[src/cju_map.svh]
`ifndef CJU_MAP_SVH
`define CJU_MAP_SVH
`define CJU_OFF_INSTR 8'h00
`define CJU_OFF_DST 8'h04
`define CJU_OFF_SRC 8'h08
`define CJU_OFF_SR 8'h0c
`define CJU_OFF_PC 8'h10
`define CJU_OFF_STAT 8'h14
`define CJU_INSTR_OFFS_LSB 0
`define CJU_INSTR_OFFS_MSB 9
`define CJU_INSTR_OP_LSB 10
`define CJU_INSTR_OP_MSB 13
`define CJU_INSTR_BYTE_BIT 14
`define CJU_INSTR_CG_BIT 15
`define CJU_SR_C 0
`define CJU_SR_Z 1
`define CJU_SR_N 2
`define CJU_SR_GIE 3
`define CJU_SR_CORE_HALT 4
`define CJU_SR_OSCILLATOR_DISABLE 5
`define CJU_SR_V 8
`define CJU_ADD_STEP 16'h0002
`define CJU_PC_STEP 16'h0002
`define CJU_ADD2_Z_W 16'hfffe
`define CJU_ADD2_C_W 16'hffff
`define CJU_ADD2_V1_W 16'h7ffe
`define CJU_ADD2_V2_W 16'h7fff
`define CJU_ADD2_Z_B 8'hfe
`define CJU_ADD2_C_B 8'hff
`define CJU_ADD2_V1_B 8'h7e
`define CJU_ADD2_V2_B 8'h7f
`define CJU_INV_MASK_W 16'hffff
`define CJU_INV_MASK_B 8'hff
`define CJU_HIGH_BYTE_FILL 8'h00
`define CJU_RST_WORD 16'h0000
`define CJU_RST_COUNT 16'h0000
`define CJU_RESP_OKAY 2'h0
`define CJU_RESP_SLVERR 2'h2
`endif

[src/cju_pkg.sv]
package cju_pkg;
  typedef enum logic [3:0] {
    op_idle,
    op_add_two,
    op_ones_complement,
    op_copy_operand,
    op_branch_carry_set,
    op_branch_carry_clear,
    op_branch_equal,
    op_branch_not_equal,
    op_branch_on_negative,
    op_branch_signed_ge,
    op_branch_signed_less,
    op_branch_always
  } cju_op_t;
  typedef logic [15:0] cju_word_t;
endpackage

[src/cju_exec_if.sv]
`timescale 1ns/1ps
interface cju_exec_if;
  cju_pkg::cju_op_t op;
  logic byte_mode;
  logic cg_dst;
  cju_pkg::cju_word_t dst;
  cju_pkg::cju_word_t src;
  cju_pkg::cju_word_t pc;
  cju_pkg::cju_word_t sr;
  logic [9:0] offset;
  cju_pkg::cju_word_t alu_res;
  logic alu_wr;
  logic alu_fupd;
  logic alu_n;
  logic alu_z;
  logic alu_c;
  logic alu_v;
  cju_pkg::cju_word_t jmp_pc;
  logic jmp_is;
  logic jmp_taken;
  modport ctl(output op, byte_mode, cg_dst, dst, src, pc, sr, offset,
    input alu_res, alu_wr, alu_fupd, alu_n, alu_z, alu_c, alu_v,
    input jmp_pc, jmp_is, jmp_taken);
  modport alu(input op, byte_mode, cg_dst, dst, src,
    output alu_res, alu_wr, alu_fupd, alu_n, alu_z, alu_c, alu_v);
  modport branch_always(input op, offset, pc, sr,
    output jmp_pc, jmp_is, jmp_taken);
endinterface

[src/cju_alu.sv]
`timescale 1ns/1ps
`include "cju_map.svh"
module cju_alu (
  cju_exec_if.alu ex
);
  logic [15:0] sum_w;
  logic [7:0] sum_b;
  logic [15:0] inv_w;
  logic [7:0] inv_b;
  logic [7:0] dlo;
  assign dlo = ex.dst[7:0];
  assign sum_w = ex.dst + `CJU_ADD_STEP;
  assign sum_b = dlo + 8'(`CJU_ADD_STEP);
  assign inv_w = ex.dst ^ `CJU_INV_MASK_W;
  assign inv_b = dlo ^ `CJU_INV_MASK_B;
  always_comb begin
    ex.alu_res = ex.dst;
    ex.alu_wr = 1'b0;
    ex.alu_fupd = 1'b0;
    ex.alu_n = 1'b0;
    ex.alu_z = 1'b0;
    ex.alu_c = 1'b0;
    ex.alu_v = 1'b0;
    case (ex.op)
      cju_pkg::op_add_two: begin
        ex.alu_wr = 1'b1;
        ex.alu_fupd = 1'b1;
        if (ex.byte_mode) begin
          ex.alu_res = {`CJU_HIGH_BYTE_FILL, sum_b};
          ex.alu_n = sum_b[7];
          ex.alu_z = (dlo == `CJU_ADD2_Z_B);
          ex.alu_c = (dlo == `CJU_ADD2_Z_B) || (dlo == `CJU_ADD2_C_B);
          ex.alu_v = (dlo == `CJU_ADD2_V1_B) ||
                     (dlo == `CJU_ADD2_V2_B);
        end else begin
          ex.alu_res = sum_w;
          ex.alu_n = sum_w[15];
          ex.alu_z = (ex.dst == `CJU_ADD2_Z_W);
          ex.alu_c = (ex.dst == `CJU_ADD2_Z_W) ||
                     (ex.dst == `CJU_ADD2_C_W);
          ex.alu_v = (ex.dst == `CJU_ADD2_V1_W) ||
                     (ex.dst == `CJU_ADD2_V2_W);
        end
      end
      cju_pkg::op_ones_complement: begin
        ex.alu_wr = 1'b1;
        ex.alu_fupd = 1'b1;
        if (ex.byte_mode) begin
          ex.alu_res = {`CJU_HIGH_BYTE_FILL, inv_b};
          ex.alu_n = inv_b[7];
          ex.alu_z = (dlo == `CJU_INV_MASK_B);
          ex.alu_c = (dlo != `CJU_INV_MASK_B);
          ex.alu_v = dlo[7];
        end else begin
          ex.alu_res = inv_w;
          ex.alu_n = inv_w[15];
          ex.alu_z = (ex.dst == `CJU_INV_MASK_W);
          ex.alu_c = (ex.dst != `CJU_INV_MASK_W);
          ex.alu_v = ex.dst[15];
        end
      end
      cju_pkg::op_copy_operand: begin
        // A copy into the constant generator is the idle form.
        ex.alu_wr = !ex.cg_dst;
        if (ex.byte_mode) begin
          ex.alu_res = {`CJU_HIGH_BYTE_FILL, ex.src[7:0]};
        end else begin
          ex.alu_res = ex.src;
        end
      end
      default: begin
        ex.alu_res = ex.dst;
      end
    endcase
  end
endmodule

[src/cju_jump.sv]
`timescale 1ns/1ps
`include "cju_map.svh"
module cju_jump (
  cju_exec_if.branch_always ex
);
  logic c;
  logic z;
  logic n;
  logic v;
  logic [15:0] disp;
  assign c = ex.sr[`CJU_SR_C];
  assign z = ex.sr[`CJU_SR_Z];
  assign n = ex.sr[`CJU_SR_N];
  assign v = ex.sr[`CJU_SR_V];
  assign disp = {{5{ex.offset[9]}}, ex.offset, 1'b0};
  always_comb begin
    ex.jmp_is = 1'b1;
    ex.jmp_taken = 1'b0;
    case (ex.op)
      cju_pkg::op_branch_carry_set: ex.jmp_taken = c;
      cju_pkg::op_branch_carry_clear: ex.jmp_taken = !c;
      cju_pkg::op_branch_equal: ex.jmp_taken = z;
      cju_pkg::op_branch_not_equal: ex.jmp_taken = !z;
      cju_pkg::op_branch_on_negative: ex.jmp_taken = n;
      cju_pkg::op_branch_signed_ge: ex.jmp_taken = !(n ^ v);
      cju_pkg::op_branch_signed_less: ex.jmp_taken = n ^ v;
      cju_pkg::op_branch_always: ex.jmp_taken = 1'b1;
      default: ex.jmp_is = 1'b0;
    endcase
  end
  // The offset counts from the following word, since one step is added to the
  // counter along with the offset; this gives the -511 to +512 reach.
  assign ex.jmp_pc = ex.jmp_taken ? 16'(ex.pc + `CJU_PC_STEP + disp) :
                     16'(ex.pc + `CJU_PC_STEP);
endmodule

[src/cju_top.sv]
// Contract
// - add_two adds two to destination, word/byte.
// - add_two zero flag on 0FFFEh or 0FEh.
// - add_two carry on FFFE/FFFF or FE/FF.
// - add_two overflow on 7FFE/7FFF or 7E/7F.
// - Negative flag follows result's top bit.
// - ones_complement inverts destination bitwise.
// - ones_complement zero flag when destination all ones.
// - ones_complement carry is inverse of zero.
// - ones_complement overflow when destination was negative.
// - Mode bits untouched by these operations.
// - Taken jump adds doubled offset; else step.
// - branch_carry_set jumps when carry set.
// - branch_carry_clear jumps when carry clear.
// - branch_equal jumps when zero set.
// - branch_not_equal jumps when zero clear.
// - branch_on_negative jumps when negative set.
// - branch_signed_ge jumps when negative equals overflow.
// - branch_signed_less jumps when negative differs overflow.
// - branch_always jumps unconditionally.
// - Jumps and copy leave flags unchanged.
// - copy_operand moves source into destination.
// - idle_instruction changes no state; here it still advances the execution count and clears the taken bit.
//
// Chosen here: the address map and the AXI4-Lite interface to the registers.
`timescale 1ns/1ps
`include "cju_map.svh"
module cju_top #(
  parameter int ADDR_W = 8
) (
  input wire logic aclk,
  input wire logic aresetn,
  input wire logic [ADDR_W-1:0] awaddr,
  input wire logic [2:0] awprot,
  input wire logic awvalid,
  output logic awready,
  input wire logic [31:0] wdata,
  input wire logic [3:0] wstrb,
  input wire logic wvalid,
  output logic wready,
  output logic [1:0] bresp,
  output logic bvalid,
  input wire logic bready,
  input wire logic [ADDR_W-1:0] araddr,
  input wire logic [2:0] arprot,
  input wire logic arvalid,
  output logic arready,
  output logic [31:0] rdata,
  output logic [1:0] rresp,
  output logic rvalid,
  input wire logic rready,
  output logic [15:0] core_pc,
  output logic [15:0] core_sr
);

  // ----------------------------------------------------------------
  // Storage
  // ----------------------------------------------------------------
  logic awready_ff;
  logic wready_ff;
  logic bvalid_ff;
  logic [1:0] bresp_ff;
  logic arready_ff;
  logic rvalid_ff;
  logic [1:0] rresp_ff;
  logic [31:0] rdata_ff;
  logic [15:0] instr_ff;
  logic [15:0] dst_ff;
  logic [15:0] src_ff;
  logic [15:0] sr_ff;
  logic [15:0] pc_ff;
  logic exec_ff;
  logic taken_ff;
  logic [15:0] count_ff;

  logic wr_fire;
  logic rd_fire;
  logic [7:0] wa;
  logic [7:0] ra;
  logic wa_hit;
  logic ra_hit;
  logic [31:0] wmask;
  logic [31:0] nxt_rdata;
  logic [15:0] nxt_sr;

  cju_exec_if ex ();

  // ----------------------------------------------------------------
  // Byte lanes
  // ----------------------------------------------------------------
  // Each strobe bit enables its own byte, so narrow stores are exact.
  genvar gi;
  generate
    for (gi = 0; gi < 4; gi++) begin : g_lane
      assign wmask[8*gi +: 8] = {8{wstrb[gi]}};
    end
  endgenerate

  function automatic logic [15:0] merge(input logic [15:0] old,
                                        input logic [31:0] data,
                                        input logic [31:0] mask);
    merge = (old & ~mask[15:0]) | (data[15:0] & mask[15:0]);
  endfunction

  // ----------------------------------------------------------------
  // Address decode
  // ----------------------------------------------------------------
  assign wa = 8'(awaddr);
  assign ra = 8'(araddr);
  assign wr_fire = awvalid && awready_ff && wvalid && wready_ff;
  assign rd_fire = arvalid && arready_ff;

  always_comb begin
    wa_hit = 1'b0;
    case (wa)
      `CJU_OFF_INSTR: wa_hit = 1'b1;
      `CJU_OFF_DST: wa_hit = 1'b1;
      `CJU_OFF_SRC: wa_hit = 1'b1;
      `CJU_OFF_SR: wa_hit = 1'b1;
      `CJU_OFF_PC: wa_hit = 1'b1;
      `CJU_OFF_STAT: wa_hit = 1'b1;
      default: wa_hit = 1'b0;
    endcase
  end

  always_comb begin
    ra_hit = 1'b1;
    nxt_rdata = 32'h00000000;
    case (ra)
      `CJU_OFF_INSTR: nxt_rdata = {16'h0000, instr_ff};
      `CJU_OFF_DST: nxt_rdata = {16'h0000, dst_ff};
      `CJU_OFF_SRC: nxt_rdata = {16'h0000, src_ff};
      `CJU_OFF_SR: nxt_rdata = {16'h0000, sr_ff};
      `CJU_OFF_PC: nxt_rdata = {16'h0000, pc_ff};
      `CJU_OFF_STAT: nxt_rdata = {count_ff, 14'h0000, exec_ff, taken_ff};
      default: ra_hit = 1'b0;
    endcase
  end

  // ----------------------------------------------------------------
  // Write channel
  // ----------------------------------------------------------------
  // Address and data are taken on the same edge; one ready pulse each
  // avoids a half-taken write that would need its own holding state.
  always_ff @(posedge aclk) begin
    if (!aresetn) begin
      awready_ff <= 1'b0;
      wready_ff <= 1'b0;
    end else if (awvalid && wvalid && !awready_ff && !bvalid_ff) begin
      awready_ff <= 1'b1;
      wready_ff <= 1'b1;
    end else begin
      awready_ff <= 1'b0;
      wready_ff <= 1'b0;
    end
  end

  always_ff @(posedge aclk) begin
    if (!aresetn) begin
      bvalid_ff <= 1'b0;
      bresp_ff <= `CJU_RESP_OKAY;
    end else if (wr_fire) begin
      bvalid_ff <= 1'b1;
      bresp_ff <= wa_hit ? `CJU_RESP_OKAY : `CJU_RESP_SLVERR;
    end else if (bready) begin
      bvalid_ff <= 1'b0;
    end
  end

  // ----------------------------------------------------------------
  // Read channel
  // ----------------------------------------------------------------
  always_ff @(posedge aclk) begin
    if (!aresetn) begin
      arready_ff <= 1'b0;
    end else if (arvalid && !arready_ff && !rvalid_ff) begin
      arready_ff <= 1'b1;
    end else begin
      arready_ff <= 1'b0;
    end
  end

  always_ff @(posedge aclk) begin
    if (!aresetn) begin
      rvalid_ff <= 1'b0;
      rresp_ff <= `CJU_RESP_OKAY;
      rdata_ff <= 32'h00000000;
    end else if (rd_fire) begin
      rvalid_ff <= 1'b1;
      rresp_ff <= ra_hit ? `CJU_RESP_OKAY : `CJU_RESP_SLVERR;
      rdata_ff <= nxt_rdata;
    end else if (rready) begin
      rvalid_ff <= 1'b0;
    end
  end

  // ----------------------------------------------------------------
  // Instruction issue
  // ----------------------------------------------------------------
  // Writing the instruction word starts one execution on the next edge.
  always_ff @(posedge aclk) begin
    if (!aresetn) begin
      instr_ff <= `CJU_RST_WORD;
    end else if (wr_fire && wa == `CJU_OFF_INSTR) begin
      instr_ff <= merge(instr_ff, wdata, wmask);
    end
  end

  always_ff @(posedge aclk) begin
    if (!aresetn) begin
      exec_ff <= 1'b0;
    end else begin
      exec_ff <= wr_fire && (wa == `CJU_OFF_INSTR) && (wstrb[1:0] != 2'h0);
    end
  end

  // ----------------------------------------------------------------
  // Execution datapath
  // ----------------------------------------------------------------
  assign ex.op = cju_pkg::cju_op_t'(
    instr_ff[`CJU_INSTR_OP_MSB:`CJU_INSTR_OP_LSB]);
  assign ex.byte_mode = instr_ff[`CJU_INSTR_BYTE_BIT];
  assign ex.cg_dst = instr_ff[`CJU_INSTR_CG_BIT];
  assign ex.offset = instr_ff[`CJU_INSTR_OFFS_MSB:`CJU_INSTR_OFFS_LSB];
  assign ex.dst = dst_ff;
  assign ex.src = src_ff;
  assign ex.pc = pc_ff;
  assign ex.sr = sr_ff;

  cju_alu u_alu (
    .ex(ex.alu)
  );

  cju_jump u_jump (
    .ex(ex.branch_always)
  );

  // Only the four condition flags are rewritten; mode bits pass through.
  always_comb begin
    nxt_sr = sr_ff;
    if (ex.alu_fupd) begin
      nxt_sr[`CJU_SR_N] = ex.alu_n;
      nxt_sr[`CJU_SR_Z] = ex.alu_z;
      nxt_sr[`CJU_SR_C] = ex.alu_c;
      nxt_sr[`CJU_SR_V] = ex.alu_v;
    end
  end

  // ----------------------------------------------------------------
  // Architectural state
  // ----------------------------------------------------------------
  // Execution never shares an edge with a register write, because a
  // new write waits for the previous response to be taken.
  always_ff @(posedge aclk) begin
    if (!aresetn) begin
      dst_ff <= `CJU_RST_WORD;
    end else if (exec_ff && ex.alu_wr) begin
      dst_ff <= ex.alu_res;
    end else if (wr_fire && wa == `CJU_OFF_DST) begin
      dst_ff <= merge(dst_ff, wdata, wmask);
    end
  end

  always_ff @(posedge aclk) begin
    if (!aresetn) begin
      src_ff <= `CJU_RST_WORD;
    end else if (wr_fire && wa == `CJU_OFF_SRC) begin
      src_ff <= merge(src_ff, wdata, wmask);
    end
  end

  always_ff @(posedge aclk) begin
    if (!aresetn) begin
      sr_ff <= `CJU_RST_WORD;
    end else if (exec_ff) begin
      sr_ff <= nxt_sr;
    end else if (wr_fire && wa == `CJU_OFF_SR) begin
      sr_ff <= merge(sr_ff, wdata, wmask);
    end
  end

  always_ff @(posedge aclk) begin
    if (!aresetn) begin
      pc_ff <= `CJU_RST_WORD;
    end else if (exec_ff && ex.jmp_is) begin
      pc_ff <= ex.jmp_pc;
    end else if (wr_fire && wa == `CJU_OFF_PC) begin
      pc_ff <= merge(pc_ff, wdata, wmask);
    end
  end

  // ----------------------------------------------------------------
  // Status
  // ----------------------------------------------------------------
  always_ff @(posedge aclk) begin
    if (!aresetn) begin
      taken_ff <= 1'b0;
    end else if (exec_ff) begin
      taken_ff <= ex.jmp_is && ex.jmp_taken;
    end
  end

  // Wraps silently; software compares snapshots.
  always_ff @(posedge aclk) begin
    if (!aresetn) begin
      count_ff <= `CJU_RST_COUNT;
    end else if (exec_ff) begin
      count_ff <= count_ff + 16'h0001;
    end
  end

  // ----------------------------------------------------------------
  // Outputs
  // ----------------------------------------------------------------
  assign awready = awready_ff;
  assign wready = wready_ff;
  assign bvalid = bvalid_ff;
  assign bresp = bresp_ff;
  assign arready = arready_ff;
  assign rvalid = rvalid_ff;
  assign rresp = rresp_ff;
  assign rdata = rdata_ff;
  assign core_pc = pc_ff;
  assign core_sr = sr_ff;

endmodule

[config.mk]
export PLATFORM = sky130hd
export DESIGN_NAME = cju_top
export DESIGN_NICKNAME = d
export VERILOG_FILES = /design/src/cju_pkg.sv /design/src/cju_exec_if.sv /design/src/cju_alu.sv /design/src/cju_jump.sv /design/src/cju_top.sv
export VERILOG_INCLUDE_DIRS = /design/src
export SDC_FILE = /design/constraint.sdc
export NUM_CORES = 1
export LEC_CHECK = 0
export ABC_AREA = 1
export BUFFER_PORTS_ARGS = -buffer_cell sky130_fd_sc_hd__buf_2
export CORE_MARGIN = 5
export CORE_UTILIZATION = 55
export CTS_CLUSTER_SIZE = 20
export DETAILED_ROUTE_END_ITERATION = 10
export GPL_ROUTABILITY_DRIVEN = 0
export PLACE_DENSITY = 0.78
export SYNTH_ARGS = -nofsm -noshare
export SYNTH_HDL_FRONTEND = slang
export SYNTH_SLANG_ARGS = --single-unit
[constraint.sdc]
create_clock -name aclk -period 3.4 [get_ports aclk]
set_clock_uncertainty 0.1 [all_clocks]
set_input_delay 0.68 -clock aclk [delete_from_list [all_inputs] [get_ports aclk]]
set_output_delay 0.68 -clock aclk [all_outputs]
set_load 0.01 [all_outputs]
=== Word level (Yosys, flattened, before mapping) ===
Cells that the tools add are included.

* Eq/ne operators: 33
* $add $sub $neg: 5
* Reductions and logical operators: 45
* Bitwise operators: 16
* Mux-type cells: 40

{| class="wikitable"
|+ Operator list
! operator !! count
|-
| 32-bit case mux with 6 select lines || 1
|-
| 16-bit 2-to-1 mux || 8
|-
| 16-bit AND || 6
|-
| 16-bit bitwise OR || 5
|-
| 16-bit case mux with 3 select lines || 1
|-
| 16-bit by 2-bit adder with 16-bit output, second input constant || 2
|-
| 16-bit by 15-bit equality test with 1-bit output, second input constant || 2
|-
| 16-bit equality test, second input constant || 2
|-
| 8-bit by 4-bit equality test with 1-bit output, second input constant || 4
|-
| 8-bit by 5-bit equality test with 1-bit output, second input constant || 4
|-
| 16-bit NOT || 2
|-
| 1-bit 2-to-1 mux || 19
|-
| 1-bit logical AND || 18
|-
| 9-bit 2-to-1 mux || 2
|-
| 16-bit by 1-bit adder with 16-bit output, second input constant || 1
|-
| 16-bit adder || 1
|-
| 4-bit by 3-bit equality test with 1-bit output, second input constant || 4
|-
| 4-bit equality test, second input constant || 4
|-
| 8-bit by 3-bit equality test with 1-bit output, second input constant || 2
|-
| 8-bit by 7-bit equality test with 1-bit output, second input constant || 2
|-
| 8-bit equality test, second input constant || 2
|-
| 8-bit logical NOT || 2
|-
| 16-bit != test, second input constant || 1
|-
| 2-bit nonzero test || 6
|-
| other kinds (19) || 38
|}

* Bits of input ports: 65
* Logic and storage cells: 155
* Output and inout bits: 73
* Register bits: 138

=== Depth between registers and ports, before layout ===
* Depth after elaboration: 6
* Depth in mapped cells: 20
* Depth with buffers taken out: 19

=== Hierarchy ===
From an unflattened synthesis, not the netlist that was laid out.

* Cells, all modules: 1364
* Area total of the unflattened synthesis: 8896.0 µm²

{| class="wikitable"
|+ By module, submodules not included
! module !! seq. area each (µm²) !! area each (µm²) !! times used !! cells an instance
|-
| cju_top || 2722.6 || 6481.2 || 1 || 915
|-
| cju_jump || 0.0 || 1397.6 || 1 || 252
|-
| cju_alu || 0.0 || 1017.2 || 1 || 197
|}

=== Worst setup path before layout ===
No wires, ideal clock.

* Path type: register to register
* From: register (tool-made name)
* To: register (tool-made name)
* Data arrival time: 2.330 ns
* Library setup time: 0.133 ns
* Stages on the path, launching flop included: 20
* Period minus slack after synthesis: 2.562 ns
* Path buffers: 1
* Slack: 0.838 ns
* Required time: 3.167 ns
* Cells stage by stage: dfxtp_1 buf_4 nand2_1 nor2_1 nand2_1 nor2_1 xor2_1 inv_1 ha_1 nand2_1 inv_1 nand2_1 nor3_1 nand2_1 nand2_1 nand3_1 nand3_1 nand2_1 nand2_1 a21oi_1

==> flow_summary.json <==
{
  "area_growth_pct": 15.54,
  "period_minus_slack_ns": 3.045,
  "ys_seq_area_share_pct": 33.87,
  "worstPathMaxFanout": 8,
  "hold_class": "flop to flop",
  "cap_violations": 0,
  "synthesis.area_um2": 8038,
  "avgSynthCellArea_um2": 6.654,
  "grt_pass1_vias": 7774,
  "grt_antenna_before_repair": 1,
  "dr.pass1.iters": 8,
  "drcViolationCount": 0,
  "cts.path.max_buffers": 2,
  "synth_edf_count": 0,
  "ir_worst_vdd_mv": 0.3163,
  "cp-start-kind": "flop",
  "async_flop_share_pct": 0,
  "status": "completed",
  "io_buffers": 111,
  "crit_type": "flop to flop",
  "cp-end-kind": "flop",
  "totalWireLength_mm": 25.26,
  "grt_pass1_wl_mm": 39.65,
  "cts_hold_buf": 0,
  "relSlewSlack_pct": 46.82,
  "gr-total-overflow": 0,
  "final_cell_area_um2": 9286,
  "p_leak_nw": 3.936,
  "hold_viol": 0,
  "register_area_um2": 2723,
  "placed_cells": 1465,
  "final_nets": 1387,
  "cts-root-buf": "clkbuf_16",
  "antenna_cells": 0,
  "reg2regPathDepth": 17,
  "wl_per_cell_um": 16.89,
  "max_stage_delay_ns": 0.48,
  "cts_sinks": 136,
  "synth-warning-count": 0,
  "numCtsBuffers": 17,
  "final_cell_mix": "245 x nand2_1, 151 x inv_1, 136 x dfxtp_1",
  "clk_latency_ns": 0.43,
  "post_cts_buffers": 0,
  "fmax_ghz": 0.3284,
  "critPathMostFrequentCell": "nand2_1",
  "hold_depth": 1,
  "clk_pin_slew_ns": 0.06,
  "num_rows": 44,
  "p_per_area_nw_per_um2": 392.6,
  "drtIter0Drc": 1053,
  "syn_inst": 1208,
  "timing.setup.tns_ns": 0,
  "instances_no_fill": 1496,
  "dr_total_vias": 8621,
  "htree_levels": 4,
  "cp.arrival_ns": 3.23,
  "core-area_um2": 14420,
  "regToRegSetupSlack_ns": 0.35,
  "start_util_pct": 55.73,
  "finalCritPeriodShare_pct": 89.57,
  "dieWidth_um": 130.9,
  "via_per_inst": 5.763,
  "finalSetupViolCount": 0,
  "synthFlopType": "dfxtp_1",
  "ios": 138,
  "cts_tree": "built",
  "hold_end": "arready",
  "layout-drive-gt1-share_pct": 14.10,
  "drv_slew": 0,
  "ant_nets": 0,
  "yosys_register_bits": 136,
  "min-delay-start": "arready",
  "slowest_stage": "dfxtp_1",
  "rsz0062_at_grt": "no",
  "finalPower_mw": 3.646,
  "multi_input_area_um2": 4474,
  "fp.dieArea_um2": 17130,
  "ys_types": 48,
  "fillCellCount": 1318,
  "mostFrequentLayoutCell": "nand2_1",
  "worst_ep_required_time_ns": 3.58,
  "grtUsageTotal_pct": 29.45,
  "dp_hpwl_mm": 18.41,
  "crit_chain": "nand2_1 > nor2_1 > nand2_1 > nor2_1 > xor2_1 > inv_1 > ha_1 > a21oi_1 > nand2_1 > a21oi_1 > nand2_1 > inv_1 > nand2_1 > nand3_1 > nand2_1 > nand2_1 > a21oi_1",
  "die_h_um": 130.9,
  "worst_pin_slew_ns": 0.7955,
  "placed_area_um2": 8697,
  "grt_max_degree": 87,
  "post_cts_resized": 0
}
[Yosys cell counts, types with 15 or more instances]
cell        n  area [um2]
inv_1     151       566.8
xor2_1     19       166.4
dfxtp_1   136        2723
nor3_1     18       90.09
nand3_1    88       440.4
o21ai_0   112       560.5
nor2_1     81       304.0
clkbuf_1   36       135.1
nand2_1   245       919.6
ha_1       21       262.8
o22ai_1    32       200.2
a21oi_1   117       585.6
a211oi_1   15       112.6
[report_power, final]
part	switching [mW]	leakage (nW)	total, mW	internal [mW]
clock network	0.684	0.287	1.87	1.18
logic	0.114	2.55	0.166	0.0514
registers	0.00578	1.10	1.61	1.61
[critical path: cells and delay by family, from the launching register on]
family                   cells  cell delay [ns]
adder cells (fa/ha/maj)      1             0.35
XOR/XNOR                     1             0.16
AND/OR/NAND/NOR             10             1.26
AO/OA/AOI/OAI                3             0.43
buffers and inverters        2             0.13
flip-flops                   1             0.48
[layout make-up]
cell class,instances,share of cell area [%]
timing repair buffer,124,7.168
inverter,161,6.508
clock inverter,8,1.307
sequential,136,29.32
multi-input combinational,860,48.18
clock buffer,23,5.039
tap,184,2.479
[worst max-delay path by stage]
stage	from	end	slack [ns]	depth (start not counted)
2_1_floorplan	flop	flop	0.84	19
3_3_place_gp	flop	flop	0.51	18
3_5_place_dp	flop	flop	0.43	18
4_1_cts	flop	flop	0.41	17
5_1_grt	flop	flop	0.05	16
6_report	flop	flop	0.35	17
[metrics by stage]
stage,setup slack (ns),hold WS (ns),util (%)
2_1_floorplan,0.8378,0.3391,-
3_3_place_gp,0.5075,0.3329,60.30
3_5_place_dp,0.4266,0.3333,60.30
4_1_cts,0.4073,0.3406,64.38
5_1_grt,0.05429,0.3550,64.38
6_report,0.3546,0.3334,64.38
[logic make-up after synthesis]
| family | count (synthesis) | share of synthesized area [%] |
|---|---|---|
| simple gates | 472 | 25.44 |
| other cells | 1 | 0.04666 |
| xor+xnor | 25 | 2.724 |
| flops | 136 | 33.87 |
| buf+inv | 213 | 10.51 |
| compound gates | 339 | 23.89 |
| fa+ha+maj | 22 | 3.518 |
[per-layer routing]
metal	global-route usage, %	routed length, um	vias up
met4	11.19	774	2
met5	0	18	-
met1	40.53	11010	3865
met2	45.30	11090	436
met3	6.423	2365	72
li1	-	-	4246
No activity file was read; power rests on OpenSTA's default activity.
